$ cat src/rtl/pwl_defs.vh
`ifndef PWL_DEFS_VH
`define PWL_DEFS_VH
// register offsets
`define PWL_REG_LOCK_MODE 4'h0
`define PWL_REG_DR_PW_SET 4'h1
`define PWL_REG_DR_PW_AUTH 4'h2
`define PWL_REG_LM_PW_SET 4'h3
`define PWL_REG_LM_PW_AUTH 4'h4
`define PWL_REG_PUD_SEL 4'h5
`define PWL_REG_AUTO_RET 4'h6
`define PWL_REG_UPAR_AUTO 4'h7
`define PWL_REG_DISP_RESTRICT 4'h8
`define PWL_REG_STATUS 4'h9
`define PWL_REG_TERM_FUNC0 4'ha
// lock modes
`define PWL_LOCK_TERM 16'h0000
`define PWL_LOCK_TERM_FREQ 16'h0001
`define PWL_LOCK_ALWAYS 16'h0002
`define PWL_LOCK_ALWAYS_FREQ 16'h0003
`define PWL_TERM_FUNC_LOCK 8'h0f
// password and display codes
`define PWL_PW_NONE 16'h0000
`define PWL_PUD_LAST 16'h0000
`define PWL_PUD_MON_MAX 16'h003c
`define PWL_PUD_FREQ 16'h00c9
`define PWL_PUD_MODE_B 16'h00ca
`define PWL_PUD_RESET 16'h0001
`define PWL_EN_ON 16'h0001
`define PWL_EN_OFF 16'h0000
// display classes
`define PWL_DISP_LAST 2'h0
`define PWL_DISP_MON 2'h1
`define PWL_DISP_FREQ 2'h2
`define PWL_DISP_SELF 2'h3
// idle time
`define PWL_IDLE_MIN 10
`define PWL_CLK_MHZ 100
`endif

$ cat src/rtl/pwl_param_lock.v
`timescale 1ns/100ps
`include "pwl_defs.vh"
module pwl_param_lock #(
	parameter NTERM = 7,
	parameter NSLOT = 32,
	parameter [39:0] IDLE_CYCLES = `PWL_IDLE_MIN * 40'd60 * `PWL_CLK_MHZ * 40'd1000000
) (
	input wire mclk,
	input wire rst_b,
	input wire clkEn,
	input wire [3:0] regAddr,
	input wire [15:0] regWrData,
	input wire regWrStb,
	input wire regRdStb,
	output reg [15:0] regRdData,
	input wire [NTERM-1:0] termPins,
	input wire keyPress,
	input wire paramWrReq,
	input wire paramIsFreq,
	input wire paramIsInit,
	input wire batchWrReq,
	input wire batchRdReq,
	output reg paramWrOk,
	output reg batchWrOk,
	output reg batchRdOk,
	output reg authGood,
	output reg authErr,
	output reg autoReturn,
	output reg [1:0] dispClass,
	output reg [5:0] dispMonitor,
	output reg modeBSel,
	output reg userSlotClear
);
	reg [NTERM-1:0] termMeta;
	reg [NTERM-1:0] termSync;
	reg [8*NTERM-1:0] termFunc;
	reg [15:0] lockMode;
	reg [15:0] dispRestrict;
	reg [15:0] pwA;
	reg [15:0] pwB;
	reg unlockA;
	reg unlockB;
	reg [15:0] pudSel;
	reg [15:0] autoRet;
	reg [15:0] upAuto;
	reg otherChanged;
	reg [39:0] idleCnt;
	reg [39:0] next_idleCnt;
	reg writeLockInput;
	reg lockActive;
	reg freqAllowed;
	reg guardA;
	reg guardB;
	reg idleExpire;
	reg idleRelock;
	reg [15:0] next_regRdData;
	reg [1:0] next_dispClass;
	integer i;

	// one function decides whether a password gates its guarded setting
	function locked;
		input [15:0] pw;
		input unl;
		begin
			locked = (pw != `PWL_PW_NONE) && !unl;
		end
	endfunction

	// auth against an empty password always fails, so 0000 never unlocks
	function authOk;
		input [15:0] pw;
		input [15:0] d;
		begin
			authOk = (pw != `PWL_PW_NONE) && (d == pw);
		end
	endfunction

	// terminal function registers form one run of addresses after the status word
	function isTermAddr;
		input [3:0] a;
		begin
			isTermAddr = (a >= `PWL_REG_TERM_FUNC0) && (a < `PWL_REG_TERM_FUNC0 + NTERM);
		end
	endfunction

	function [7:0] termOf;
		input [3:0] a;
		input [8*NTERM-1:0] f;
		reg [3:0] k;
		begin
			k = a - `PWL_REG_TERM_FUNC0;
			termOf = f[8*k +: 8];
		end
	endfunction

	always @* begin
		writeLockInput = 1'b0;
		for (i = 0; i < NTERM; i = i + 1) begin
			if (termFunc[8*i +: 8] == `PWL_TERM_FUNC_LOCK && termSync[i]) begin
				writeLockInput = 1'b1;
			end
		end
	end

	always @* begin
		lockActive = 1'b0;
		freqAllowed = 1'b0;
		case (lockMode)
			`PWL_LOCK_TERM: begin
				lockActive = writeLockInput;
			end
			`PWL_LOCK_TERM_FREQ: begin
				lockActive = writeLockInput;
				freqAllowed = 1'b1;
			end
			`PWL_LOCK_ALWAYS: begin
				lockActive = 1'b1;
			end
			`PWL_LOCK_ALWAYS_FREQ: begin
				lockActive = 1'b1;
				freqAllowed = 1'b1;
			end
			default: begin
				lockActive = 1'b0;
			end
		endcase
	end

	// the lock mode itself must stay writable or a lock could never be lifted
	wire genWrOk = !lockActive;

	always @* begin
		guardA = locked(pwA, unlockA);
		guardB = locked(pwB, unlockB);
		idleExpire = (idleCnt == IDLE_CYCLES - 40'h1);
		// a key pressed in the expiring cycle wins, so the operator is never cut off
		idleRelock = idleExpire && !keyPress;
	end

	always @* begin
		if (keyPress) begin
			next_idleCnt = 40'h0;
		end else if (idleExpire) begin
			next_idleCnt = 40'h0;
		end else begin
			next_idleCnt = idleCnt + 40'h1;
		end
	end

	// two flops ahead of any logic: the terminals are asynchronous to mclk
	always @(posedge mclk) begin
		if (!rst_b) begin
			termMeta <= {NTERM{1'b0}};
			termSync <= {NTERM{1'b0}};
		end else if (clkEn) begin
			termMeta <= termPins;
			termSync <= termMeta;
		end
	end

	always @(posedge mclk) begin
		if (!rst_b) begin
			idleCnt <= 40'h0;
		end else if (clkEn) begin
			idleCnt <= next_idleCnt;
		end
	end

	// passwords and their unlock flags; every relock path lives here
	always @(posedge mclk) begin
		if (!rst_b) begin
			pwA <= `PWL_PW_NONE;
			pwB <= `PWL_PW_NONE;
			unlockA <= 1'b0;
			unlockB <= 1'b0;
			authGood <= 1'b0;
			authErr <= 1'b0;
		end else if (clkEn) begin
			authGood <= 1'b0;
			authErr <= 1'b0;
			if (idleRelock) begin
				unlockA <= 1'b0;
				unlockB <= 1'b0;
			end
			if (regWrStb) begin
				case (regAddr)
					`PWL_REG_DR_PW_SET: begin
						if (!guardA) begin
							pwA <= regWrData;
							unlockA <= 1'b0;
						end
					end
					`PWL_REG_LM_PW_SET: begin
						if (!guardB) begin
							pwB <= regWrData;
							unlockB <= 1'b0;
						end
					end
					`PWL_REG_DR_PW_AUTH: begin
						if (authOk(pwA, regWrData)) begin
							unlockA <= 1'b1;
							authGood <= 1'b1;
						end else begin
							authErr <= 1'b1;
						end
					end
					`PWL_REG_LM_PW_AUTH: begin
						if (authOk(pwB, regWrData)) begin
							unlockB <= 1'b1;
							authGood <= 1'b1;
						end else begin
							authErr <= 1'b1;
						end
					end
					default: begin
					end
				endcase
			end
		end
	end

	// settings; a guarded setting ignores writes silently instead of flagging them
	always @(posedge mclk) begin
		if (!rst_b) begin
			termFunc <= {8*NTERM{1'b0}};
			lockMode <= `PWL_LOCK_TERM;
			dispRestrict <= 16'h0000;
			pudSel <= `PWL_PUD_RESET;
			autoRet <= `PWL_EN_OFF;
			upAuto <= `PWL_EN_OFF;
			otherChanged <= 1'b0;
			userSlotClear <= 1'b0;
		end else if (clkEn) begin
			userSlotClear <= 1'b0;
			if (paramWrReq) begin
				otherChanged <= 1'b1;
			end
			if (regWrStb) begin
				case (regAddr)
					`PWL_REG_LOCK_MODE: begin
						if (!guardB) begin
							lockMode <= regWrData;
						end
					end
					`PWL_REG_DISP_RESTRICT: begin
						if (!guardA) begin
							dispRestrict <= regWrData;
						end
					end
					`PWL_REG_DR_PW_SET: begin
						if (!guardA && regWrData == `PWL_PW_NONE) begin
							dispRestrict <= 16'h0000;
						end
					end
					`PWL_REG_LM_PW_SET: begin
						if (!guardB && regWrData == `PWL_PW_NONE) begin
							lockMode <= `PWL_LOCK_TERM;
						end
					end
					`PWL_REG_PUD_SEL: begin
						pudSel <= regWrData;
						// a store write in the same cycle still counts as another change
						otherChanged <= paramWrReq;
					end
					`PWL_REG_AUTO_RET: begin
						autoRet <= regWrData;
					end
					`PWL_REG_UPAR_AUTO: begin
						upAuto <= regWrData;
						if (upAuto == `PWL_EN_OFF && regWrData == `PWL_EN_ON) begin
							userSlotClear <= 1'b1;
						end
					end
					default: begin
						if (isTermAddr(regAddr)) begin
							termFunc[8*(regAddr - `PWL_REG_TERM_FUNC0) +: 8] <= regWrData[7:0];
						end
					end
				endcase
			end
		end
	end

	// store and batch handshakes answer exactly one cycle after the request
	always @(posedge mclk) begin
		if (!rst_b) begin
			paramWrOk <= 1'b0;
			batchWrOk <= 1'b0;
			batchRdOk <= 1'b0;
			autoReturn <= 1'b0;
		end else if (clkEn) begin
			paramWrOk <= paramWrReq && (freqAllowed && paramIsFreq || genWrOk)
				&& !(paramIsInit && (lockActive || dispRestrict != 16'h0000));
			batchWrOk <= batchWrReq && !lockActive;
			batchRdOk <= batchRdReq;
			autoReturn <= idleRelock && autoRet == `PWL_EN_ON;
		end
	end

	// display selection is decoded continuously from the stored code
	always @* begin
		if (pudSel == `PWL_PUD_FREQ) begin
			next_dispClass = `PWL_DISP_FREQ;
		end else if (pudSel >= 16'h0001 && pudSel <= `PWL_PUD_MON_MAX) begin
			next_dispClass = `PWL_DISP_MON;
		end else if ((pudSel == `PWL_PUD_LAST || pudSel == `PWL_PUD_MODE_B)
			&& !otherChanged) begin
			next_dispClass = `PWL_DISP_SELF;
		end else begin
			next_dispClass = `PWL_DISP_LAST;
		end
	end

	always @(posedge mclk) begin
		if (!rst_b) begin
			dispClass <= `PWL_DISP_MON;
			dispMonitor <= 6'h01;
			modeBSel <= 1'b0;
		end else if (clkEn) begin
			dispClass <= next_dispClass;
			dispMonitor <= pudSel[5:0];
			modeBSel <= (pudSel == `PWL_PUD_MODE_B);
		end
	end

	// reads answer zero outside the cycle after the strobe, so stale words never linger
	always @* begin
		next_regRdData = 16'h0000;
		if (regRdStb) begin
			case (regAddr)
				`PWL_REG_LOCK_MODE: next_regRdData = lockMode;
				`PWL_REG_DISP_RESTRICT: next_regRdData = dispRestrict;
				`PWL_REG_DR_PW_SET: next_regRdData = guardA ? 16'h0000 : pwA;
				`PWL_REG_LM_PW_SET: next_regRdData = guardB ? 16'h0000 : pwB;
				`PWL_REG_PUD_SEL: next_regRdData = pudSel;
				`PWL_REG_AUTO_RET: next_regRdData = autoRet;
				`PWL_REG_UPAR_AUTO: next_regRdData = upAuto;
				`PWL_REG_STATUS: next_regRdData = {11'h000, writeLockInput, lockActive,
					freqAllowed, guardB, guardA};
				default: begin
					if (isTermAddr(regAddr)) begin
						next_regRdData = {8'h00, termOf(regAddr, termFunc)};
					end
				end
			endcase
		end
	end

	always @(posedge mclk) begin
		if (!rst_b) begin
			regRdData <= 16'h0000;
		end else if (clkEn) begin
			regRdData <= next_regRdData;
		end
	end
endmodule

$ cat config.mk
export PLATFORM = sky130hd
export DESIGN_NAME = pwl_param_lock
export DESIGN_NICKNAME = d
export VERILOG_FILES = /design/src/rtl/pwl_param_lock.v
export VERILOG_INCLUDE_DIRS = /design/src /design/src/rtl
export SDC_FILE = /design/constraint.sdc
export NUM_CORES = 1
export LEC_CHECK = 0
export ABC_AREA = 1
export ABC_CLOCK_PERIOD_IN_PS = 6300
export BUFFER_PORTS_ARGS = -buffer_cell sky130_fd_sc_hd__buf_2
export CORE_MARGIN = 4
export CORE_UTILIZATION = 36
export CTS_CLUSTER_SIZE = 12
export DETAILED_ROUTE_END_ITERATION = 8
export GPL_TIMING_DRIVEN = 0
export PLACE_DENSITY_LB_ADDON = 0.08
export SLEW_MARGIN = 0
export SYNTH_ARGS = -nofsm -noshare
export SYNTH_HDL_FRONTEND = slang
export SYNTH_SLANG_ARGS = --single-unit
$ cat constraint.sdc
create_clock -name mclk -period 6.3 [get_ports mclk]
set_input_delay 0.315 -clock mclk [delete_from_list [all_inputs] [get_ports mclk]]
set_output_delay 0.315 -clock mclk [all_outputs]
set_load 0.1 [all_outputs]
==> impl_metrics.yaml <==
outcome:
  outcome: "complete, no violations"
routing:
  drt_iter0_drc: 979
  routed_wl_um: 54060
  viasPerCell: 5.371
  drc: 0
  drtAntennaViolNets: 0
  wl_per_cell_um: 21.02
  firstDrtPassIters: 5
  vias: 13810
final_layout:
  diodes: 0
  fin_cells: 2571
  final_common_cell: "nand2_1"
  synthToLayoutAreaGrowth_pct: 14.25
  nNetsFinal: 2139
  layout_common_cells: "nand2_1 (409), nor2_1 (265), dfxtp_1 (257), a21oi_1 (233), inv_1 (181)"
  drive_above_1_share: 0.07561
  final_core_util: 0.4155
place:
  gp_congestion: 0.9831
  post-place-ws_ns: 1.828
  portBuffers: 57
  hpwl_um: 41540
  dp_cells: 2514
global_route:
  grt_pass1_vias: 12930
  grt_pass1_wl_um: 79870
  overflow: 0
  grt_max_degree: 15
  antenna_found_initial: 0
  gr-usage-all-layers: 0.2639
yosys:
  synth_flop_cell: "dfxtp_1"
  synth.avg_cell_area_um2: 6.662
  synth_edf_count: 0
  syn-num-nets: 2041
  yosysWarnings: 0
  yosysSeqAreaShare: 0.3883
  synthCells: 1989
  async_flop_share: 0
  synth.cell_area_mm2: 0.01325
  ys_ff_latch: 257
  synth_cell_types: 49
worst_setup_path:
  cp.required_ns: 6.78
  cp.arrival_ns: 4.45
  crit_type: "in2reg"
  path_cells: "buf_2 > buf_2 > inv_1 > clkbuf_1 > buf_1 > ha_1 > nand2_1 > a21oi_1 > ha_1 > buf_4 > inv_2 > nand4_1 > nand3b_1 > nand2_1 > nand3_2 > nor3_4 > buf_2 > nand3_1 > nand2_1 > nor2_1"
  worst_setup_path_end_kind: "flop"
  path_max_fanout: 11
  max_stage_delay_ns: 0.54
  crit_path_start_kind: "primary input"
  slowest_stage: "buf_1"
floorplan:
  die_w_um: 199.9
  ioPinCount: 70
  coreArea_mm2: 0.03643
  die_y_um: 199.9
  start_util: 0.3637
  rows: 70
  dieArea_mm2: 0.03994
clock_tree:
  clock_sinks: 257
  cts.repair.resized: 0
  numCtsBuffers: 31
  htree_levels: 1
  clk_pin_slew_ns: 0.05
  insertion_delay_ns: 0.59
  tritoncts: "yes"
  cts_root_buf: "clkbuf_16"
  clockBufferDepth: 3
sta:
  worst_slack_ns: 2.326
  relSlewSlack: 0.2237
  max_clock_freq_ghz: 0.2516
  rsz0062_at_grt: "false"
  worst_pin_slew_ns: 1.156
  min_period_over_period: 0.6308
  drv_slew: 0
  hold_viol: 0
  fin_skew_ns: 0.03518
  setup_violations: 0
  finalSetupTns_ns: 0
  layout_min_cycle_time_ns: 3.974
pwr:
  power_density_mw_per_mm2: 249.2
  leakage_nw: 6.080
  total_power_mw: 3.772
  irDropWorstVdd_mv: 0.2225
hold_path:
  hp-class: "in2reg"
job:
  max_cap_viol_count: 0
through the flow:
| stage | cell area, µm² | hold slack [ns] |
|---|---|---|
| after detailed placement | 14120 | 0.4539 |
| after CTS | 15140 | 0.01374 |
| after global placement | 14120 | 0.4507 |
| after floorplan | 13250 | 0.4346 |
| after global routing | 15140 | 0.03725 |
| final | 15140 | 0.03716 |
worst max-delay path, delay by kind of cell:
| family | cells | cell delay [ns] |
|---|---|---|
| buffers and inverters | 8 | 2.07 |
| AND/OR/NAND/NOR | 9 | 1.22 |
| adder cells (fa/ha/maj) | 2 | 0.66 |
| AO/OA/AOI/OAI | 1 | 0.16 |
repair_timing:
action	CTS	global route
buffers inserted	0	0
hold endpoints to repair	8	0
hold buffers	8	0
endpoints found under the setup margin	0	0
power by group:
part	total, mW	switching [mW]	internal [mW]
registers	1.67	0.0189	1.65
clock network	1.70	0.705	0.997
logic	0.402	0.312	0.0893
cell usage after synthesis (3+ instances only):
cell type | instances | share of area
o21ai_1 | 4 | 0.0015
a21oi_1 | 233 | 0.088
nand4_1 | 52 | 0.025
inv_1 | 181 | 0.051
o21ai_0 | 166 | 0.063
nand3_1 | 108 | 0.041
o211ai_1 | 7 | 0.0040
o22ai_1 | 7 | 0.0033
clkinv_1 | 4 | 0.0011
xnor2_1 | 10 | 0.0066
buf_1 | 8 | 0.0023
nor2_2 | 8 | 0.0038
nand2_1 | 409 | 0.12
buf_4 | 4 | 0.0023
nor4_1 | 22 | 0.010
inv_2 | 8 | 0.0023
nor2_1 | 265 | 0.075
dfxtp_1 | 257 | 0.39
nand3b_1 | 4 | 0.0023
buf_2 | 19 | 0.0072
a31oi_1 | 6 | 0.0028
nor3b_1 | 6 | 0.0034
clkbuf_1 | 67 | 0.019
xor2_1 | 32 | 0.021
a211oi_1 | 7 | 0.0040
ha_1 | 14 | 0.013
nor3_1 | 45 | 0.017
nand3_2 | 3 | 0.0023
nand2_2 | 8 | 0.0038
kinds of logic (layout without fill, tap and decap cells):
family / after synthesis / count (layout) / synth area share
AO/OA/AOI/OAI: 443 / 443 / 0.1757
XOR/XNOR: 42 / 42 / 0.02776
adder cells (fa/ha/maj): 14 / 14 / 0.01322
buffers and inverters: 292 / 406 / 0.08621
flip-flops: 257 / 257 / 0.3883
AND/OR/NAND/NOR: 941 / 941 / 0.3088
path summary, 6_finish.rpt:
check / to / startpoint / cells past startpoint / slack, ns
setup / recovery: termFunc[21]$_SDFFE_PN0P_ / regAddr[0] / 20 / 2.33
hold / removal: batchWrOk$_SDFFE_PN0P_ / batchWrReq / 3 / 0.04
setup reg to reg: locked.pw[9]$_SDFFE_PN0P_ / locked.pw[7]$_SDFFE_PN0P_ / 10 / 3.49
hold reg to reg: termSync[4]$_SDFFE_PN0P_ / termMeta[4]$_SDFFE_PN0P_ / 2 / 0.45
area by class of cell:
cell class / count / area [µm²]
sequential: 257 / 5145
inverter: 193 / 724.4
fill: 3926 / 21300
clock buffer: 44 / 884.6
clock inverter: 5 / 52.55
timing repair buffer: 65 / 365.4
multi-input combinational: 1440 / 6963
buffer: 99 / 417.9
tap: 468 / 585.6
sequential cells by signal, indices dropped and copies added (netlist names), 2 cells and up:
signal / cells
pudSel: 16
dispClass: 2
locked.pw: 16
idleCnt: 40
upAuto: 16
dispMonitor: 6
autoRet: 16
termMeta: 7
lockMode: 16
pwA: 16
regRdData: 16
termFunc: 56
dispRestrict: 16
termSync: 7
routing by layer:
metal,vias to the layer above,routed length (µm),track usage
met2,421,25100,0.4352
met5,-,0,0
li1,6781,-,-
met4,0,2555,0.1152
met3,120,2755,0.02920
met1,6488,23650,0.3515
No activity file was read; power rests on OpenSTA's default activity.
